## src/rtl/epw_pkg.sv

```systemverilog
// Package for the protected page-write host controller.
// Assumes a 100 MHz system clock and a byte-wide parallel memory outside.
package epw_pkg;
  // ----------------------------------------
  // Geometry
  // ----------------------------------------
  localparam int ADDR_W = 15;
  localparam int DATA_W = 8;
  localparam int PAGE_BYTES = 64;
  localparam int CNT_W = 7;
  localparam int IDX_W = 6;
  // ----------------------------------------
  // Unlock command sequence (address, data)
  // ----------------------------------------
  localparam logic [14:0] UNLOCK_ADDR0 = 15'h5555;
  localparam logic [14:0] UNLOCK_ADDR1 = 15'h2aaa;
  localparam logic [14:0] UNLOCK_ADDR2 = 15'h5555;
  localparam logic [7:0] UNLOCK_DATA0 = 8'haa;
  localparam logic [7:0] UNLOCK_DATA1 = 8'h55;
  localparam logic [7:0] UNLOCK_DATA2 = 8'ha0;
  // ----------------------------------------
  // Timing
  // ----------------------------------------
  localparam int CLK_PERIOD_NS = 10;
  localparam int BYTE_LOAD_WINDOW_NS = 150000;
  localparam int PROGRAM_CYCLE_TIME_NS = 10000000;
  localparam int WRITE_PULSE_NS = 200;
  localparam int WRITE_HIGH_NS = 100;
  localparam int ADDR_HOLD_NS = 50;
  localparam int WP_CYC = (WRITE_PULSE_NS + CLK_PERIOD_NS - 1) / CLK_PERIOD_NS;
  localparam int WPH_CYC = (WRITE_HIGH_NS + ADDR_HOLD_NS + CLK_PERIOD_NS - 1) / CLK_PERIOD_NS;
  localparam int READ_CYC = 25;
  localparam int BLC_CYC = BYTE_LOAD_WINDOW_NS / CLK_PERIOD_NS;
  localparam int WC_CYC = PROGRAM_CYCLE_TIME_NS / CLK_PERIOD_NS;
  localparam int TMR_W = 24;
  localparam logic [TMR_W-1:0] TMR_ZERO = 24'h000000;
  // ----------------------------------------
  // Sequencer states
  // ----------------------------------------
  typedef enum logic [6:0] {
    EPW_IDLE  = 7'h01,
    EPW_WLOW  = 7'h02,
    EPW_WHIGH = 7'h04,
    EPW_RLOW  = 7'h08,
    EPW_RHIGH = 7'h10,
    EPW_DONE  = 7'h20,
    EPW_FAIL  = 7'h40
  } epw_state_t;
endpackage : epw_pkg

```

## src/rtl/epw_host.sv

```systemverilog
// Host controller writing one protected page into a byte-wide parallel memory.
// Assumes byte data is fed on request; memory pins are driven without buffering.
`timescale 1ns/1ps
module epw_host
  import epw_pkg::*;
#(
  parameter int BLC_CYCLES = BLC_CYC,
  parameter int WC_CYCLES = WC_CYC
) (
  // Clock and reset
  input wire logic clk_sys,
  input wire logic nrst,
  // Command
  input wire logic start,
  input wire logic [epw_pkg::ADDR_W-1:0] page_addr,
  input wire logic [epw_pkg::CNT_W-1:0] byte_count,
  output logic busy,
  output logic done,
  output logic error,
  // Byte feed
  output logic byte_req,
  output logic [epw_pkg::IDX_W-1:0] byte_idx,
  input wire logic [epw_pkg::DATA_W-1:0] byte_data,
  // Memory pins
  output logic [epw_pkg::ADDR_W-1:0] mem_addr,
  output logic mem_ce_n,
  output logic mem_we_n,
  output logic mem_oe_n,
  output logic [epw_pkg::DATA_W-1:0] mem_dq_o,
  output logic mem_dq_oe_n,
  input wire logic [epw_pkg::DATA_W-1:0] mem_dq_i
);
  import epw_pkg::*;

  // ----------------------------------------
  // State
  // ----------------------------------------
  epw_state_t st_r, st_nxt;
  logic [TMR_W-1:0] tmr_r;
  logic [TMR_W-1:0] wc_r;
  logic [CNT_W-1:0] wcnt_r;
  logic [CNT_W-1:0] total_r;
  logic [ADDR_W-1:0] page_r;
  logic [DATA_W-1:0] last_r;
  logic [DATA_W-1:0] dq_s1_r, dq_s2_r;
  logic [DATA_W-1:0] sample_r;
  logic [DATA_W-1:0] rd_r;

  // ----------------------------------------
  // Decode
  // ----------------------------------------
  wire [CNT_W-1:0] clamp_cnt = (byte_count == '0) ? CNT_W'(1) :
                               (byte_count > CNT_W'(PAGE_BYTES)) ? CNT_W'(PAGE_BYTES)
                               : byte_count;
  wire in_cmd = wcnt_r < CNT_W'(3);
  wire last_wr = (wcnt_r + CNT_W'(1)) == total_r;
  wire tmr_done = tmr_r == TMR_ZERO;
  // Next write number: pins launched on a state entry must match that write
  wire [CNT_W-1:0] wcnt_nxt = (st_r == EPW_IDLE && start) ? CNT_W'(0) :
                              (st_r == EPW_WHIGH && tmr_done && !last_wr) ?
                              wcnt_r + CNT_W'(1) : wcnt_r;
  wire nxt_cmd = wcnt_nxt < CNT_W'(3);
  wire [IDX_W-1:0] nxt_idx = IDX_W'(wcnt_nxt - CNT_W'(3));
  wire [ADDR_W-1:0] cmd_addr = (wcnt_nxt == CNT_W'(0)) ? UNLOCK_ADDR0 :
                               (wcnt_nxt == CNT_W'(1)) ? UNLOCK_ADDR1 : UNLOCK_ADDR2;
  wire [DATA_W-1:0] cmd_data = (wcnt_nxt == CNT_W'(0)) ? UNLOCK_DATA0 :
                               (wcnt_nxt == CNT_W'(1)) ? UNLOCK_DATA1 : UNLOCK_DATA2;
  // Page bits held from the latched base; only the low six vary
  wire [ADDR_W-1:0] load_addr = {page_r[ADDR_W-1:IDX_W], nxt_idx};
  wire [ADDR_W-1:0] wr_addr = nxt_cmd ? cmd_addr : load_addr;
  wire [DATA_W-1:0] wr_data = nxt_cmd ? cmd_data : byte_data;
  // Bit 6 equal in two successive reads and bit 7 equal to the last loaded byte mean finished
  wire poll_match = (rd_r[7] == last_r[7]) && (rd_r[6] == sample_r[6]);
  wire wc_over = wc_r >= TMR_W'(WC_CYCLES);

  always_comb begin
    st_nxt = st_r;
    case (st_r)
      EPW_IDLE:  if (start) st_nxt = EPW_WLOW;
      EPW_WLOW:  if (tmr_done) st_nxt = EPW_WHIGH;
      EPW_WHIGH: if (tmr_done) st_nxt = last_wr ? EPW_RLOW : EPW_WLOW;
      EPW_RLOW:  if (wc_over) st_nxt = EPW_FAIL;
                 else if (tmr_done) st_nxt = EPW_RHIGH;
      EPW_RHIGH: if (wc_over) st_nxt = EPW_FAIL;
                 else if (tmr_done) st_nxt = poll_match ? EPW_DONE : EPW_RLOW;
      EPW_DONE:  st_nxt = EPW_IDLE;
      EPW_FAIL:  st_nxt = EPW_IDLE;
      default:   st_nxt = EPW_IDLE;
    endcase
  end

  wire enter_wlow = (st_nxt == EPW_WLOW) && (st_r != EPW_WLOW);
  wire enter_whigh = (st_nxt == EPW_WHIGH) && (st_r != EPW_WHIGH);
  wire enter_rlow = (st_nxt == EPW_RLOW) && (st_r != EPW_RLOW);
  wire enter_rhigh = (st_nxt == EPW_RHIGH) && (st_r != EPW_RHIGH);
  wire [TMR_W-1:0] tmr_nxt = enter_wlow ? TMR_W'(WP_CYC - 1) :
                             enter_whigh ? TMR_W'(WPH_CYC - 1) :
                             (enter_rlow || enter_rhigh) ? TMR_W'(READ_CYC - 1) :
                             tmr_done ? TMR_ZERO : tmr_r - TMR_W'(1);

  // ----------------------------------------
  // Sequencer
  // ----------------------------------------
  always_ff @(posedge clk_sys or negedge nrst) begin
    if (!nrst) begin
      st_r <= EPW_IDLE;
      tmr_r <= TMR_ZERO;
    end else begin
      st_r <= st_nxt;
      tmr_r <= tmr_nxt;
    end
  end

  always_ff @(posedge clk_sys or negedge nrst) begin
    if (!nrst) begin
      wcnt_r <= '0;
      total_r <= '0;
      page_r <= '0;
    end else if (st_r == EPW_IDLE && start) begin
      wcnt_r <= '0;
      total_r <= clamp_cnt + CNT_W'(3);
      page_r <= page_addr;
    end else if (st_r == EPW_WHIGH && tmr_done && !last_wr) begin
      wcnt_r <= wcnt_r + CNT_W'(1);
    end
  end

  // Write cycle timer from the first polling read, after the final strobe-high time
  always_ff @(posedge clk_sys or negedge nrst) begin
    if (!nrst) begin
      wc_r <= TMR_ZERO;
    end else if (st_r == EPW_WHIGH) begin
      wc_r <= TMR_ZERO;
    end else if ((st_r == EPW_RLOW || st_r == EPW_RHIGH) && !wc_over) begin
      wc_r <= wc_r + TMR_W'(1);
    end
  end

  // Input synchroniser and read sample
  always_ff @(posedge clk_sys or negedge nrst) begin
    if (!nrst) begin
      dq_s1_r <= '0;
      dq_s2_r <= '0;
      sample_r <= '0;
      rd_r <= '0;
      last_r <= '0;
    end else begin
      dq_s1_r <= mem_dq_i;
      dq_s2_r <= dq_s1_r;
      // Taken while the read still stands; released lines are not data
      if (st_r == EPW_RLOW && tmr_done) rd_r <= dq_s2_r;
      if (st_r == EPW_RHIGH && tmr_done) sample_r <= rd_r;
      if (st_r == EPW_WLOW && !in_cmd) last_r <= byte_data;
    end
  end

  // ----------------------------------------
  // Pin drive, all registered
  // ----------------------------------------
  wire w_low = st_nxt == EPW_WLOW;
  wire r_low = st_nxt == EPW_RLOW;
  wire w_phase = (st_nxt == EPW_WLOW) || (st_nxt == EPW_WHIGH);
  always_ff @(posedge clk_sys or negedge nrst) begin
    if (!nrst) begin
      mem_addr <= '0;
      mem_ce_n <= 1'b1;
      mem_we_n <= 1'b1;
      mem_oe_n <= 1'b1;
      mem_dq_o <= '0;
      mem_dq_oe_n <= 1'b1;
      busy <= 1'b0;
      done <= 1'b0;
      error <= 1'b0;
      byte_req <= 1'b0;
      byte_idx <= '0;
    end else begin
      // Address stays put through strobe high for hold time
      if (enter_wlow) mem_addr <= wr_addr;
      else if (enter_rlow) mem_addr <= {page_r[ADDR_W-1:IDX_W], IDX_W'(total_r - CNT_W'(4))};
      if (enter_wlow) mem_dq_o <= wr_data;
      else if (st_r == EPW_WLOW && !in_cmd) mem_dq_o <= byte_data;
      mem_ce_n <= !(w_low || r_low);
      mem_we_n <= !w_low;
      // Output enable stays high through writes, low only in reads
      mem_oe_n <= !r_low;
      mem_dq_oe_n <= !w_phase;
      busy <= st_nxt != EPW_IDLE;
      done <= st_nxt == EPW_DONE;
      error <= st_nxt == EPW_FAIL;
      byte_req <= w_low && !nxt_cmd;
      byte_idx <= nxt_idx;
    end
  end

  // ----------------------------------------
  // Checks
  // ----------------------------------------
  int unsigned gap_cnt;
  always_ff @(posedge clk_sys or negedge nrst) begin
    if (!nrst) gap_cnt <= 0;
    else if (!mem_we_n) gap_cnt <= 0;
    else if (st_r == EPW_WHIGH) gap_cnt <= gap_cnt + 1;
  end
  byte_window_a: assert property (@(posedge clk_sys) disable iff (!nrst)
    gap_cnt < BLC_CYCLES) else $error("byte load window exceeded");
  load_count_a: assert property (@(posedge clk_sys) disable iff (!nrst)
    total_r <= CNT_W'(PAGE_BYTES + 3)) else $error("too many bytes in cycle");
  relock_a: assert property (@(posedge clk_sys) disable iff (!nrst)
    (st_r == EPW_IDLE && start) |=> (wcnt_r == '0)) else $error("unlock not restarted");
  unlock_addr_a: assert property (@(posedge clk_sys) disable iff (!nrst)
    $fell(mem_we_n) && wcnt_r == CNT_W'(1) |-> mem_addr == UNLOCK_ADDR1)
    else $error("bad unlock address");
  page_hold_a: assert property (@(posedge clk_sys) disable iff (!nrst)
    $fell(mem_we_n) && !in_cmd |-> mem_addr[ADDR_W-1:IDX_W] == page_r[ADDR_W-1:IDX_W])
    else $error("page bits moved");
  oe_guard_a: assert property (@(posedge clk_sys) disable iff (!nrst)
    !mem_we_n |-> mem_oe_n && !mem_ce_n) else $error("output enable during write");
  cmd_data_a: assert property (@(posedge clk_sys) disable iff (!nrst)
    $fell(mem_we_n) && wcnt_r == CNT_W'(0) |-> mem_dq_o == UNLOCK_DATA0)
    else $error("bad command data");
  poll_bound_a: assert property (@(posedge clk_sys) disable iff (!nrst)
    wc_r <= TMR_W'(WC_CYCLES)) else $error("polling overran write cycle");
  page_done_c: cover property (@(posedge clk_sys) disable iff (!nrst) done);
  page_fail_c: cover property (@(posedge clk_sys) disable iff (!nrst) error);
  poll_loop_c: cover property (@(posedge clk_sys) disable iff (!nrst)
    (st_r == EPW_RHIGH) ##1 (st_r == EPW_RLOW));
endmodule : epw_host

```

## config.mk

```make
export PLATFORM = sky130hd
export DESIGN_NAME = epw_host
export DESIGN_NICKNAME = d
export VERILOG_FILES = /design/src/rtl/epw_pkg.sv /design/src/rtl/epw_host.sv
export SDC_FILE = /design/constraint.sdc
export NUM_CORES = 1
export LEC_CHECK = 0
export ABC_AREA = 1
export BUFFER_PORTS_ARGS = -buffer_cell sky130_fd_sc_hd__buf_2
export CAP_MARGIN = 15
export CORE_ASPECT_RATIO = 0.9
export CORE_MARGIN = 2
export CORE_UTILIZATION = 53
export DETAILED_ROUTE_END_ITERATION = 6
export PLACE_DENSITY = 0.78
export SLEW_MARGIN = 20
export SYNTH_ARGS = -nofsm -noshare
export SYNTH_HDL_FRONTEND = slang
export SYNTH_SLANG_ARGS = --single-unit
```

## constraint.sdc

```tcl
create_clock -name clk_sys -period 4 [get_ports clk_sys]
set_clock_uncertainty 0.2 [all_clocks]
set_input_delay 0.6 -clock clk_sys [delete_from_list [all_inputs] [get_ports clk_sys]]
set_output_delay 0.6 -clock clk_sys [all_outputs]
set_load 0.01 [all_outputs]
```

==> impl_metrics.env, run 1 <==
export IMPL_p_sw_frac=0.358
export IMPL_status="completed"
export IMPL_muxShareOfSynthArea=0.00355
export IMPL_cp_end_kind="register"
export IMPL_synth_xor_area_frac=0.0441
export IMPL_grt_setup_unrepaired="false"
export IMPL_peakVddDrop_v=0.000335
export IMPL_cts_setup_buffers=0
export IMPL_cts_tree="done"
export IMPL_min_period_ns=3.37
export IMPL_clkTransAtPathRegs_ns=0.06
export IMPL_grt_start_max_net_pins=69
export IMPL_ys_seq_area_frac=0.486
export IMPL_syn_nets=808
export IMPL_critPathTopFamily="simple AND/OR/NAND/NOR gates"
export IMPL_seqCellArea_um2=3080
export IMPL_synthAdderAreaFrac=0.0177
export IMPL_yosysWarnings=0
export IMPL_final_layout_size_suffix_gt1_frac=0.202
export IMPL_yosys_area_share_simple=0.300
export IMPL_hp_class="in -> reg"
export IMPL_gr_total_overflow=0
export IMPL_post_dp_hpwl_mm=10.0
export IMPL_die_area_um2=12900
export IMPL_ys_ff_latch=123
export IMPL_synth_main_ff_cell="dfrtp_1"
export IMPL_slew_violations=0
export IMPL_fillers=988
export IMPL_required_ns=4.10
export IMPL_syn_area_per_cell_um2=8.38
export IMPL_dpl_cell_area_um2=6860
export IMPL_leakage_nw=3.83
export IMPL_synth_compound_area_frac=0.0800
export IMPL_mostFrequentLayoutCell="nand2_1"
export IMPL_htreeDepth=4
export IMPL_critPathLaunchType="register"
export IMPL_pwr_share_comb=0.307
export IMPL_path_buf_inv=2
export IMPL_syn_inst=758
export IMPL_drt_wirelength_per_cell_um=14.3
export IMPL_port_buffers=65
export IMPL_ctsHoldBuffers=0
export IMPL_final_cell_mix="173 x nand2_1, 118 x dfrtp_1, 92 x inv_1"
export IMPL_cts_root_buf="clkbuf_16"
export IMPL_grt_pass1_vias=5071
export IMPL_first_iter_violations=357
export IMPL_ys_types=49
export IMPL_finalSetupViolCount=0
export IMPL_start_util=0.549
export IMPL_synthArstFlopShare=1.00
export IMPL_maxCapViolCount=0
export IMPL_switchingPower_mw=1.80
export IMPL_die_height_um=108
export IMPL_grt_pass1_wl_mm=23.9
export IMPL_track_usage=0.236
export IMPL_gp_congestion=0.928
export IMPL_cp_data_arrival_time_ns=3.47
export IMPL_synth_edff_count=0
export IMPL_core_area_um2=11600
export IMPL_rows=37
export IMPL_synth_top_family_by_area="simple AND/OR/NAND/NOR gates"
export IMPL_path_class="reg -> reg"
export IMPL_ant_nets=0
export IMPL_slowest_stage="dfrtp_1"
export IMPL_finalPower_mw=5.02
export IMPL_viasPerCell=5.30
export IMPL_powerDensity_nw_per_um2=670
export IMPL_fmax_ghz=0.297
export IMPL_cpMostUsedCell="nand2_1"
export IMPL_syn2layout_area_growth_pct=18.1
export IMPL_cts_buffer_depth=2
export IMPL_ctsResizeCount=0
export IMPL_p_int_mw=3.23
export IMPL_cts_sinks=123
export IMPL_worst_pin_slew_ns=1.05
export IMPL_crit_fanout=9
export IMPL_antenna_found_initial=0
export IMPL_cts_buffers=17
export IMPL_worstPathCellList="ha_1 -> nand2_2 -> nor2_2 -> nand2_1 -> nand2_1 -> nand3_1 -> nand2_1 -> nor2_4 -> nand2_4 -> nand2_4 -> nand2_1 -> nand3_2 -> inv_1 -> ha_1 -> inv_1 -> nor2_1 -> nand3_1 -> nor2_2 -> nand2_1 -> nand2_2 -> nand2_4 -> o21ai_2 -> nand2_1"
export IMPL_p_seq_frac=0.364
export IMPL_syn_area_um2=6350
export IMPL_diodes=0
export IMPL_slew_headroom=0.292
export IMPL_r2r_slack_ns=0.63
export IMPL_fin_crit_sh=0.843
export IMPL_multi_input_area_um2=2830
export IMPL_fin_nets=885
export IMPL_ios=78
export IMPL_die_x_um=119
export IMPL_max_stage_delay_ns=0.44
export IMPL_drc=0
export IMPL_clk_latency_ns=0.42
export IMPL_fin_area_um2=7500
export IMPL_drtPass1Iterations=7
export IMPL_clock_power_share=0.329
export IMPL_tns_ns=0
export IMPL_hold_viol_final=0
export IMPL_drt_total_wl_mm=14.4
export IMPL_vias=5326
==> worst paths after layout <==
kind,from,to,cells after the start
max in group asynchronous,nrst,st_r[0],2
min in group asynchronous,nrst,wc_r[23],1
worst max register to register,wcnt_r[0],mem_dq_o[5],23
worst max-delay path,wcnt_r[0],mem_dq_o[5],23
worst min-delay path,mem_dq_i[6],dq_s1_r[6],1
worst min register to register,dq_s1_r[6],dq_s2_r[6],0
==> worst reg2reg max path, delay by kind of cell, from the launching register on <==
kind,cells,cell delay [ns]
AND/OR/NAND/NOR,18,1.90
AO/OA/AOI/OAI,1,0.11
buffers and inverters,2,0.19
adder cells (fa/ha/maj),2,0.41
flip-flops,1,0.44
==> cells in the mapped netlist (all sizes together) (2+ instances only) <==
| master | count | area, um2 |
|---|---|---|
| nand2 | 185 | 739 |
| o21ai | 40 | 208 |
| nand4 | 10 | 75.1 |
| ha | 9 | 113 |
| or2 | 4 | 25.0 |
| mux2 | 2 | 22.5 |
| a21oi | 27 | 154 |
| clkbuf | 4 | 15.0 |
| dfrtp | 118 | 2950 |
| nor2 | 98 | 477 |
| dfstp | 5 | 131 |
| and2 | 2 | 12.5 |
| xnor2 | 13 | 114 |
| o22ai | 2 | 12.5 |
| a211oi | 3 | 22.5 |
| nand3 | 62 | 385 |
| buf | 7 | 41.3 |
| nor3b | 2 | 20.0 |
| nor3 | 23 | 125 |
| xor2 | 19 | 166 |
| a31oi | 6 | 37.5 |
| o31ai | 2 | 15.0 |
| inv | 101 | 382 |
| nor4 | 6 | 37.5 |
==> layout make-up <==
class,count,area share
Sequential cell,123,0.411
Tap cell,156,0.0260
Inverter,101,0.0509
Clock buffer,19,0.0604
Multi-Input combinational cell,523,0.377
Clock inverter,13,0.0254
Timing Repair Buffer,69,0.0494
==> state kept, by name, summed over array words and instances, names as in the netlist, 2 cells and up <==
register / count
tmr_r: 24
wc_r: 24
mem_addr: 15
page_r: 9
mem_dq_o: 8
st_r: 7
total_r: 7
wcnt_r: 7
byte_idx: 6
dq_s1_r: 2
dq_s2_r: 2
rd_r: 2
==> routing by layer <==
metal,part of all wire,vias to the layer above,track usage
met2,0.47,171,0.381
met4,0.023,0,0.0916
li1,-,2601,-
met3,0.054,32,0.0572
met5,0,-,0
met1,0.45,2522,0.309
==> cells by family after synthesis <==
group | after synthesis
buffers and inverters | 112
AND/OR/NAND/NOR | 393
multiplexers | 2
flip-flops | 123
XOR/XNOR | 32
adder cells (fa/ha/maj) | 9
AO/OA/AOI/OAI | 87
==> power by group through the flow <==
stage | registers [mW] | clock network, mW | logic [mW]
floorplan | 1.86 | 0 | 1.06
global placement | 1.83 | 0 | 1.47
detailed placement | 1.83 | 0 | 1.52
CTS | 1.82 | 1.67 | 1.55
global route | 1.87 | 1.74 | 1.72
finish | 1.83 | 1.65 | 1.54
==> metrics by stage <==
stage	cells	utilization	hold WS, ns	setup WS (ns)
finish	1004	0.648	0.0945	0.630
floorplan	758	-	0.104	1.12
detailed placement	972	0.593	0.143	0.702
CTS	1004	0.648	0.0848	0.681
global placement	972	0.593	0.134	0.760
global route	1004	0.648	0.0801	0.299
Note: power is estimated with default switching activity, not from simulation.
==> run 2: changes to the inputs <==
Settings changed: PLACE_DENSITY 0.78 to 0.81.
Clock period 4 ns to 3 ns, I/O delays scaled along.
==> run 2 against run 1 <==
Compared with the run above: the run now ends with negative setup slack left; final cell count up 3.2%; non-clock buffer count is 31 higher; critical endpoint is now mem_dq_o[7]; total power grew 30%; highest routed layer unchanged; critical path type unchanged; maximum frequency increased by 12%; die area unchanged; largest cell class unchanged; via count grew 5.0%.
==> impl_metrics.env, run 2 (synthesis gave the netlist of run 1 again) <==
export IMPL_status="complete, but fails checks"
export IMPL_violations="negative setup slack"
export IMPL_final_cells=1036
export IMPL_cts_root_buf="clkbuf_16"
export IMPL_drt_wirelength_per_cell_um=14.9
export IMPL_powerDensity_nw_per_um2=832
export IMPL_pwr_share_comb=0.334
export IMPL_cts_buffer_depth=2
export IMPL_r2r_end="mem_dq_o[7]"
export IMPL_path_class="reg -> reg"
export IMPL_crit_fanout=6
export IMPL_cts_buffers=17
export IMPL_rows=37
export IMPL_track_usage=0.250
export IMPL_fin_crit_sh=1.00
export IMPL_port_buffers=65
export IMPL_grt_start_max_net_pins=61
export IMPL_p_int_mw=4.07
export IMPL_diodes=0
export IMPL_gp_congestion=0.941
export IMPL_mostFrequentLayoutCell="nand2_1"
export IMPL_finalSetupViolCount=1
export IMPL_cts_tree="done"
export IMPL_peakVddDrop_v=0.000511
export IMPL_clkTransAtPathRegs_ns=0.06
export IMPL_required_ns=3.11
export IMPL_clock_power_share=0.293
export IMPL_slew_violations=0
export IMPL_hold_viol_final=0
export IMPL_antenna_found_initial=0
export IMPL_hold_path_startpoint="page_addr[14]"
export IMPL_slew_headroom=0.370
export IMPL_post_dp_hpwl_mm=10.4
export IMPL_whs_path_depth=3
export IMPL_start_util=0.549
export IMPL_worst_pin_slew_ns=0.932
export IMPL_die_x_um=119
export IMPL_grt_pass1_wl_mm=25.0
export IMPL_r2r_cells=22
export IMPL_r2r_start="wcnt_r[3]"
export IMPL_cts_sinks=123
export IMPL_min_period_ns=3.01
export IMPL_grt_pass1_vias=5240
export IMPL_cp_data_arrival_time_ns=3.12
export IMPL_fmax_ghz=0.332
export IMPL_htreeDepth=4
export IMPL_critPathLaunchType="register"
export IMPL_hp_class="in -> reg"
export IMPL_fin_nets=917
export IMPL_maxCapViolCount=0
export IMPL_drt_total_wl_mm=15.4
export IMPL_ant_nets=0
export IMPL_final_cell_mix="155 x nand2_1, 118 x dfrtp_1, 90 x inv_1"
export IMPL_switchingPower_mw=2.46
export IMPL_die_area_um2=12900
export IMPL_r2r_slack_ns=-0.01
export IMPL_syn2layout_area_growth_pct=23.5
export IMPL_core_area_um2=11600
export IMPL_ios=78
export IMPL_leakage_nw=3.97
export IMPL_grt_setup_unrepaired="true"
export IMPL_die_height_um=108
export IMPL_cp_end_kind="register"
export IMPL_viasPerCell=5.40
export IMPL_gr_total_overflow=0
export IMPL_drc=0
export IMPL_drtPass1Iterations=6
export IMPL_p_seq_frac=0.374
export IMPL_dp_cells=991
export IMPL_finalWorstSetupSlack_ns=-0.0109
export IMPL_pre_cts_ws_ns=-0.0176
export IMPL_worstHoldEndpoint="page_r[14]"
export IMPL_clk_latency_ns=0.43
export IMPL_final_layout_size_suffix_gt1_frac=0.270
export IMPL_cp_startpoint="wcnt_r[3]"
export IMPL_p_sw_frac=0.376
export IMPL_first_iter_violations=516
export IMPL_vias=5590
export IMPL_top_regs="tmr_r (24), wc_r (24), mem_addr (15)"
## run 2: changes by cell type in the layout (fill, tap and decap cells not counted), moves of 3 or more
cell | previous run | this run
buf_4 | 4 | 30
bufinv_16 | 4 | 1
clkinv_2 | 1 | 5
dlygate4sd3_1 | 0 | 3
ha_1 | 9 | 5
nand2_1 | 173 | 155
nand2_2 | 9 | 26
nand3_1 | 53 | 47
nand3_2 | 5 | 10
nor2_1 | 78 | 73
nor2_4 | 9 | 12
## run 2: how the worst max path moves through the flow
stage,depth (start not counted),endpoint,slack (ns)
after global placement,20,mem_dq_o[7],0.06
after global routing,23,mem_dq_o[7],-0.22
after floorplan,20,mem_dq_o[5],0.12
after CTS,21,mem_dq_o[7],0.02
final,22,mem_dq_o[7],-0.01
after detailed placement,20,mem_dq_o[7],-0.02
## run 2: layout make-up
| class | instances | area [um2] |
|---|---|---|
| Multi-Input combinational cell | 524 | 3010 |
| Timing Repair Buffer | 100 | 618 |
| Clock inverter | 15 | 128 |
| Sequential cell | 123 | 3080 |
| Fill cell | 916 | 3730 |
| Inverter | 101 | 387 |
| Tap cell | 156 | 195 |
| Clock buffer | 17 | 425 |
## run 2: worst max-delay path, cell delays in order (launching register included)
cell and delay (ns):
dfrtp_1 0.47, nand2_1 0.17, nor2_4 0.16, nand2_2 0.08
nand2_2 0.08, nand3_2 0.08, nand2_2 0.11, nor2_4 0.06
nand2_4 0.09, nand2_4 0.07, nand2_2 0.08, nand3_4 0.10
inv_4 0.09, ha_4 0.12, inv_1 0.04, nor2_1 0.09
nand3_1 0.13, nor2_2 0.16, nand2_1 0.11, nand2_2 0.14
nand2_4 0.11, o21ai_2 0.11, nand2_1 0.06
## run 2: metal layers
metal / global-route usage / vias up / share of wire
met3: 0.0540 / 56 / 0.073
met1: 0.326 / 2618 / 0.41
li1: - / 2669 / -
met2: 0.403 / 247 / 0.48
met5: 0 / - / 0
met4: 0.117 / 0 / 0.040
## run 2: per-stage QoR
step | instance area, um2 | power (mW) | hold slack (ns) | setup TNS [ns] | util
floorplan | 6350 | 3.89 | -0.0456 | 0 | -
global placement | 7000 | 4.45 | 0.150 | 0 | 0.605
detailed placement | 7000 | 4.52 | 0.140 | -0.0176 | 0.605
CTS | 7600 | 6.47 | 0.0248 | 0 | 0.656
global route | 7840 | 6.98 | 0.0523 | -2.96 | 0.678
finish | 7840 | 6.53 | 0.0315 | -0.0109 | 0.678
## run 2: timing repair
| item | CTS | global route |
|---|---|---|
| hold buffers | 3 | 0 |
| cloned | 0 | 1 |
| gates resized for setup | 2 | 49 |
| endpoints found under the hold margin | 42 | 0 |
| endpoints found under the setup margin | 10 | 42 |
| pin swaps | 1 | 13 |
| setup buffers | 0 | 9 |
## run 2: power by group through the flow
stage	Clock, mW	Sequential (mW)	Combinational (mW)
finish	1.91	2.44	2.18
global route	2.03	2.50	2.45
CTS	1.94	2.43	2.11
detailed placement	0	2.45	2.07
global placement	0	2.44	2.01
floorplan	0	2.48	1.41
==> run 3: changes to the inputs <==
Settings changed: CORE_ASPECT_RATIO 0.9 to 1.2.
==> run 3 against run 2 <==
Compared with the run above: the flow now finishes without violations; die area hardly changed; clock-buffer cell count grew 1; total power rose by 4.4%; first-iteration DRC count is 38% lower; final cell count increased by 1.1%; sequential share of layout area fell by 0.94 points; non-clock buffer count is 9 higher; global-route usage shrank 1.3 points; sequential power about the same; register-to-register slack improved by 0.09 ns; critical path depth fell by 1; highest routed layer unchanged.
==> impl_metrics.env, run 3 (synthesis gave the netlist of run 1 again) <==
export IMPL_grt_setup_unrepaired="true"
export IMPL_finalWorstSetupSlack_ns=0.0755
export IMPL_cpMostUsedCell="nand2_2"
export IMPL_htreeDepth=4
export IMPL_drtPass1Iterations=6
export IMPL_fin_crit_sh=0.975
export IMPL_fillers=893
export IMPL_die_height_um=124
export IMPL_path_class="reg -> reg"
export IMPL_cts_buffer_depth=2
export IMPL_core_area_um2=11600
export IMPL_maxCapViolCount=0
export IMPL_slowest_stage="dfrtp_1"
export IMPL_drt_total_wl_mm=15.4
export IMPL_powerDensity_nw_per_um2=849
export IMPL_grt_pass1_wl_mm=24.1
export IMPL_critPathLaunchType="register"
export IMPL_mostFrequentLayoutCell="nand2_1"
export IMPL_viasPerCell=5.34
export IMPL_gp_congestion=0.920
export IMPL_hold_viol_final=0
export IMPL_cts_buffers=17
export IMPL_max_stage_delay_ns=0.40
export IMPL_critPathTopFamily="simple AND/OR/NAND/NOR gates"
export IMPL_start_util=0.546
export IMPL_gr_total_overflow=0
export IMPL_finalSetupViolCount=0
export IMPL_seqCellArea_um2=3080
export IMPL_post_dp_hpwl_mm=10.1
export IMPL_top_regs="tmr_r (24), wc_r (24), mem_addr (15)"
export IMPL_fin_nets=927
export IMPL_grt_pass1_vias=5285
export IMPL_fin_area_um2=8030
export IMPL_clk_latency_ns=0.42
export IMPL_pre_cts_ws_ns=0.00568
export IMPL_whs_ns=0.0285
export IMPL_cts_root_buf="clkbuf_16"
export IMPL_path_buf_inv=1
export IMPL_ios=78
export IMPL_min_period_ns=2.92
export IMPL_dpl_cell_area_um2=7060
export IMPL_die_x_um=104
export IMPL_ant_nets=0
export IMPL_worst_pin_slew_ns=0.716
export IMPL_peakVddDrop_v=0.000542
export IMPL_worstPathCellList="ha_4 -> inv_1 -> nand2_2 -> nand2_2 -> nand2_1 -> nand2_1 -> nor2_2 -> nand2_2 -> nor2_4 -> nand2_4 -> nand3_1 -> nand3_2 -> ha_2 -> nor2_1 -> nand3_1 -> nor2_2 -> nand2_2 -> nand2_4 -> nand2_8 -> o21ai_2 -> nand2_1"
export IMPL_final_cell_mix="154 x nand2_1, 118 x dfrtp_1, 91 x inv_1"
export IMPL_first_iter_violations=320
export IMPL_status="completed"
export IMPL_fmax_ghz=0.342
export IMPL_slew_headroom=0.516
export IMPL_cts_tree="done"
export IMPL_final_layout_size_suffix_gt1_frac=0.280
export IMPL_vias=5587
export IMPL_diodes=0
export IMPL_die_area_um2=12900
export IMPL_cts_sinks=123
export IMPL_grt_start_max_net_pins=56
export IMPL_multi_input_area_um2=3080
export IMPL_cp_data_arrival_time_ns=3.03
export IMPL_slew_violations=0
export IMPL_required_ns=3.10
export IMPL_antenna_found_initial=0
export IMPL_crit_fanout=6
export IMPL_cp_end_kind="register"
export IMPL_drc=0
export IMPL_hp_class="in -> reg"
export IMPL_track_usage=0.237
export IMPL_rows=43
export IMPL_syn2layout_area_growth_pct=26.5
export IMPL_port_buffers=65
export IMPL_drt_wirelength_per_cell_um=14.7
export IMPL_clkTransAtPathRegs_ns=0.06
export IMPL_leakage_nw=4.07
run 3: cell count changes in the layout (fill, tap and decap cells not counted), moves of 2 or more:
cell,before,now
nor2_2,12,8
nor2_1,73,76
nand3_4,6,9
buf_4,30,38
clkinv_4,3,5
clkinv_2,5,1
nand3_2,10,12
nand3_1,47,43
clkinvlp_4,5,2
inv_6,1,3
run 3: path summary, 6_finish.rpt:
path,from,end,slack (ns),cells past startpoint
setup / recovery,wcnt_r[0],mem_dq_o[7],0.08,21
max in group asynchronous,nrst,mem_addr[11],1.47,3
setup reg to reg,wcnt_r[0],mem_dq_o[7],0.08,21
hold / removal,page_addr[13],page_r[13],0.03,3
min in group asynchronous,nrst,wc_r[8],0.39,2
hold reg to reg,dq_s1_r[7],dq_s2_r[7],0.15,0
run 3: cell type report:
class,count,share of cell area
inverter,101,0.0481
multi-input combinational,525,0.383
timing repair buffer,109,0.0858
clock buffer,18,0.0547
sequential,123,0.384
tap,157,0.0245
clock inverter,14,0.0201
run 3: worst register-to-register path: stages, from the launching register on:
cell and delay, ns:
dfrtp_1 0.40, ha_4 0.19, inv_1 0.06, nand2_2 0.10, nand2_2 0.06, nand2_1 0.07, nand2_1 0.06, nor2_2 0.10
nand2_2 0.08, nor2_4 0.11, nand2_4 0.10, nand3_1 0.10, nand3_2 0.14, ha_2 0.22, nor2_1 0.11, nand3_1 0.12
nor2_2 0.18, nand2_2 0.11, nand2_4 0.12, nand2_8 0.08, o21ai_2 0.06, nand2_1 0.06
run 3: routing by layer:
metal  part of all wire  track usage  vias up
met5                  0            0        -
met4              0.032        0.114        0
met3              0.056       0.0555       46
met2               0.52        0.424      187
met1               0.39        0.270     2664
li1                   -            -     2690
run 3: per-stage QoR:
stage                     utilization  std cells  power, mW  TNS (ns)
final                           0.691       1047       6.82         0
after global routing            0.691       1047       7.25     -1.92
after CTS                       0.663       1035       6.66         0
after detailed placement        0.607        999       4.54         0
after global placement          0.607        999       4.48         0
after floorplan                     -        758       3.89         0
run 3: where the power goes:
part / total [mW] / switching (mW) / internal [mW]
clock: 2.06 / 0.800 / 1.26
sequential: 2.44 / 0.318 / 2.12
combinational: 2.31 / 1.44 / 0.879
run 3: timing repair:
| action | in CTS | in global routing |
|---|---|---|
| cloned | 0 | 2 |
| setup endpoints to repair | 15 | 37 |
| hold buffers | 3 | 0 |
| pin swaps | 3 | 23 |
| endpoints found under the hold margin | 43 | 0 |
| resized for setup | 2 | 56 |
| setup buffers | 1 | 10 |
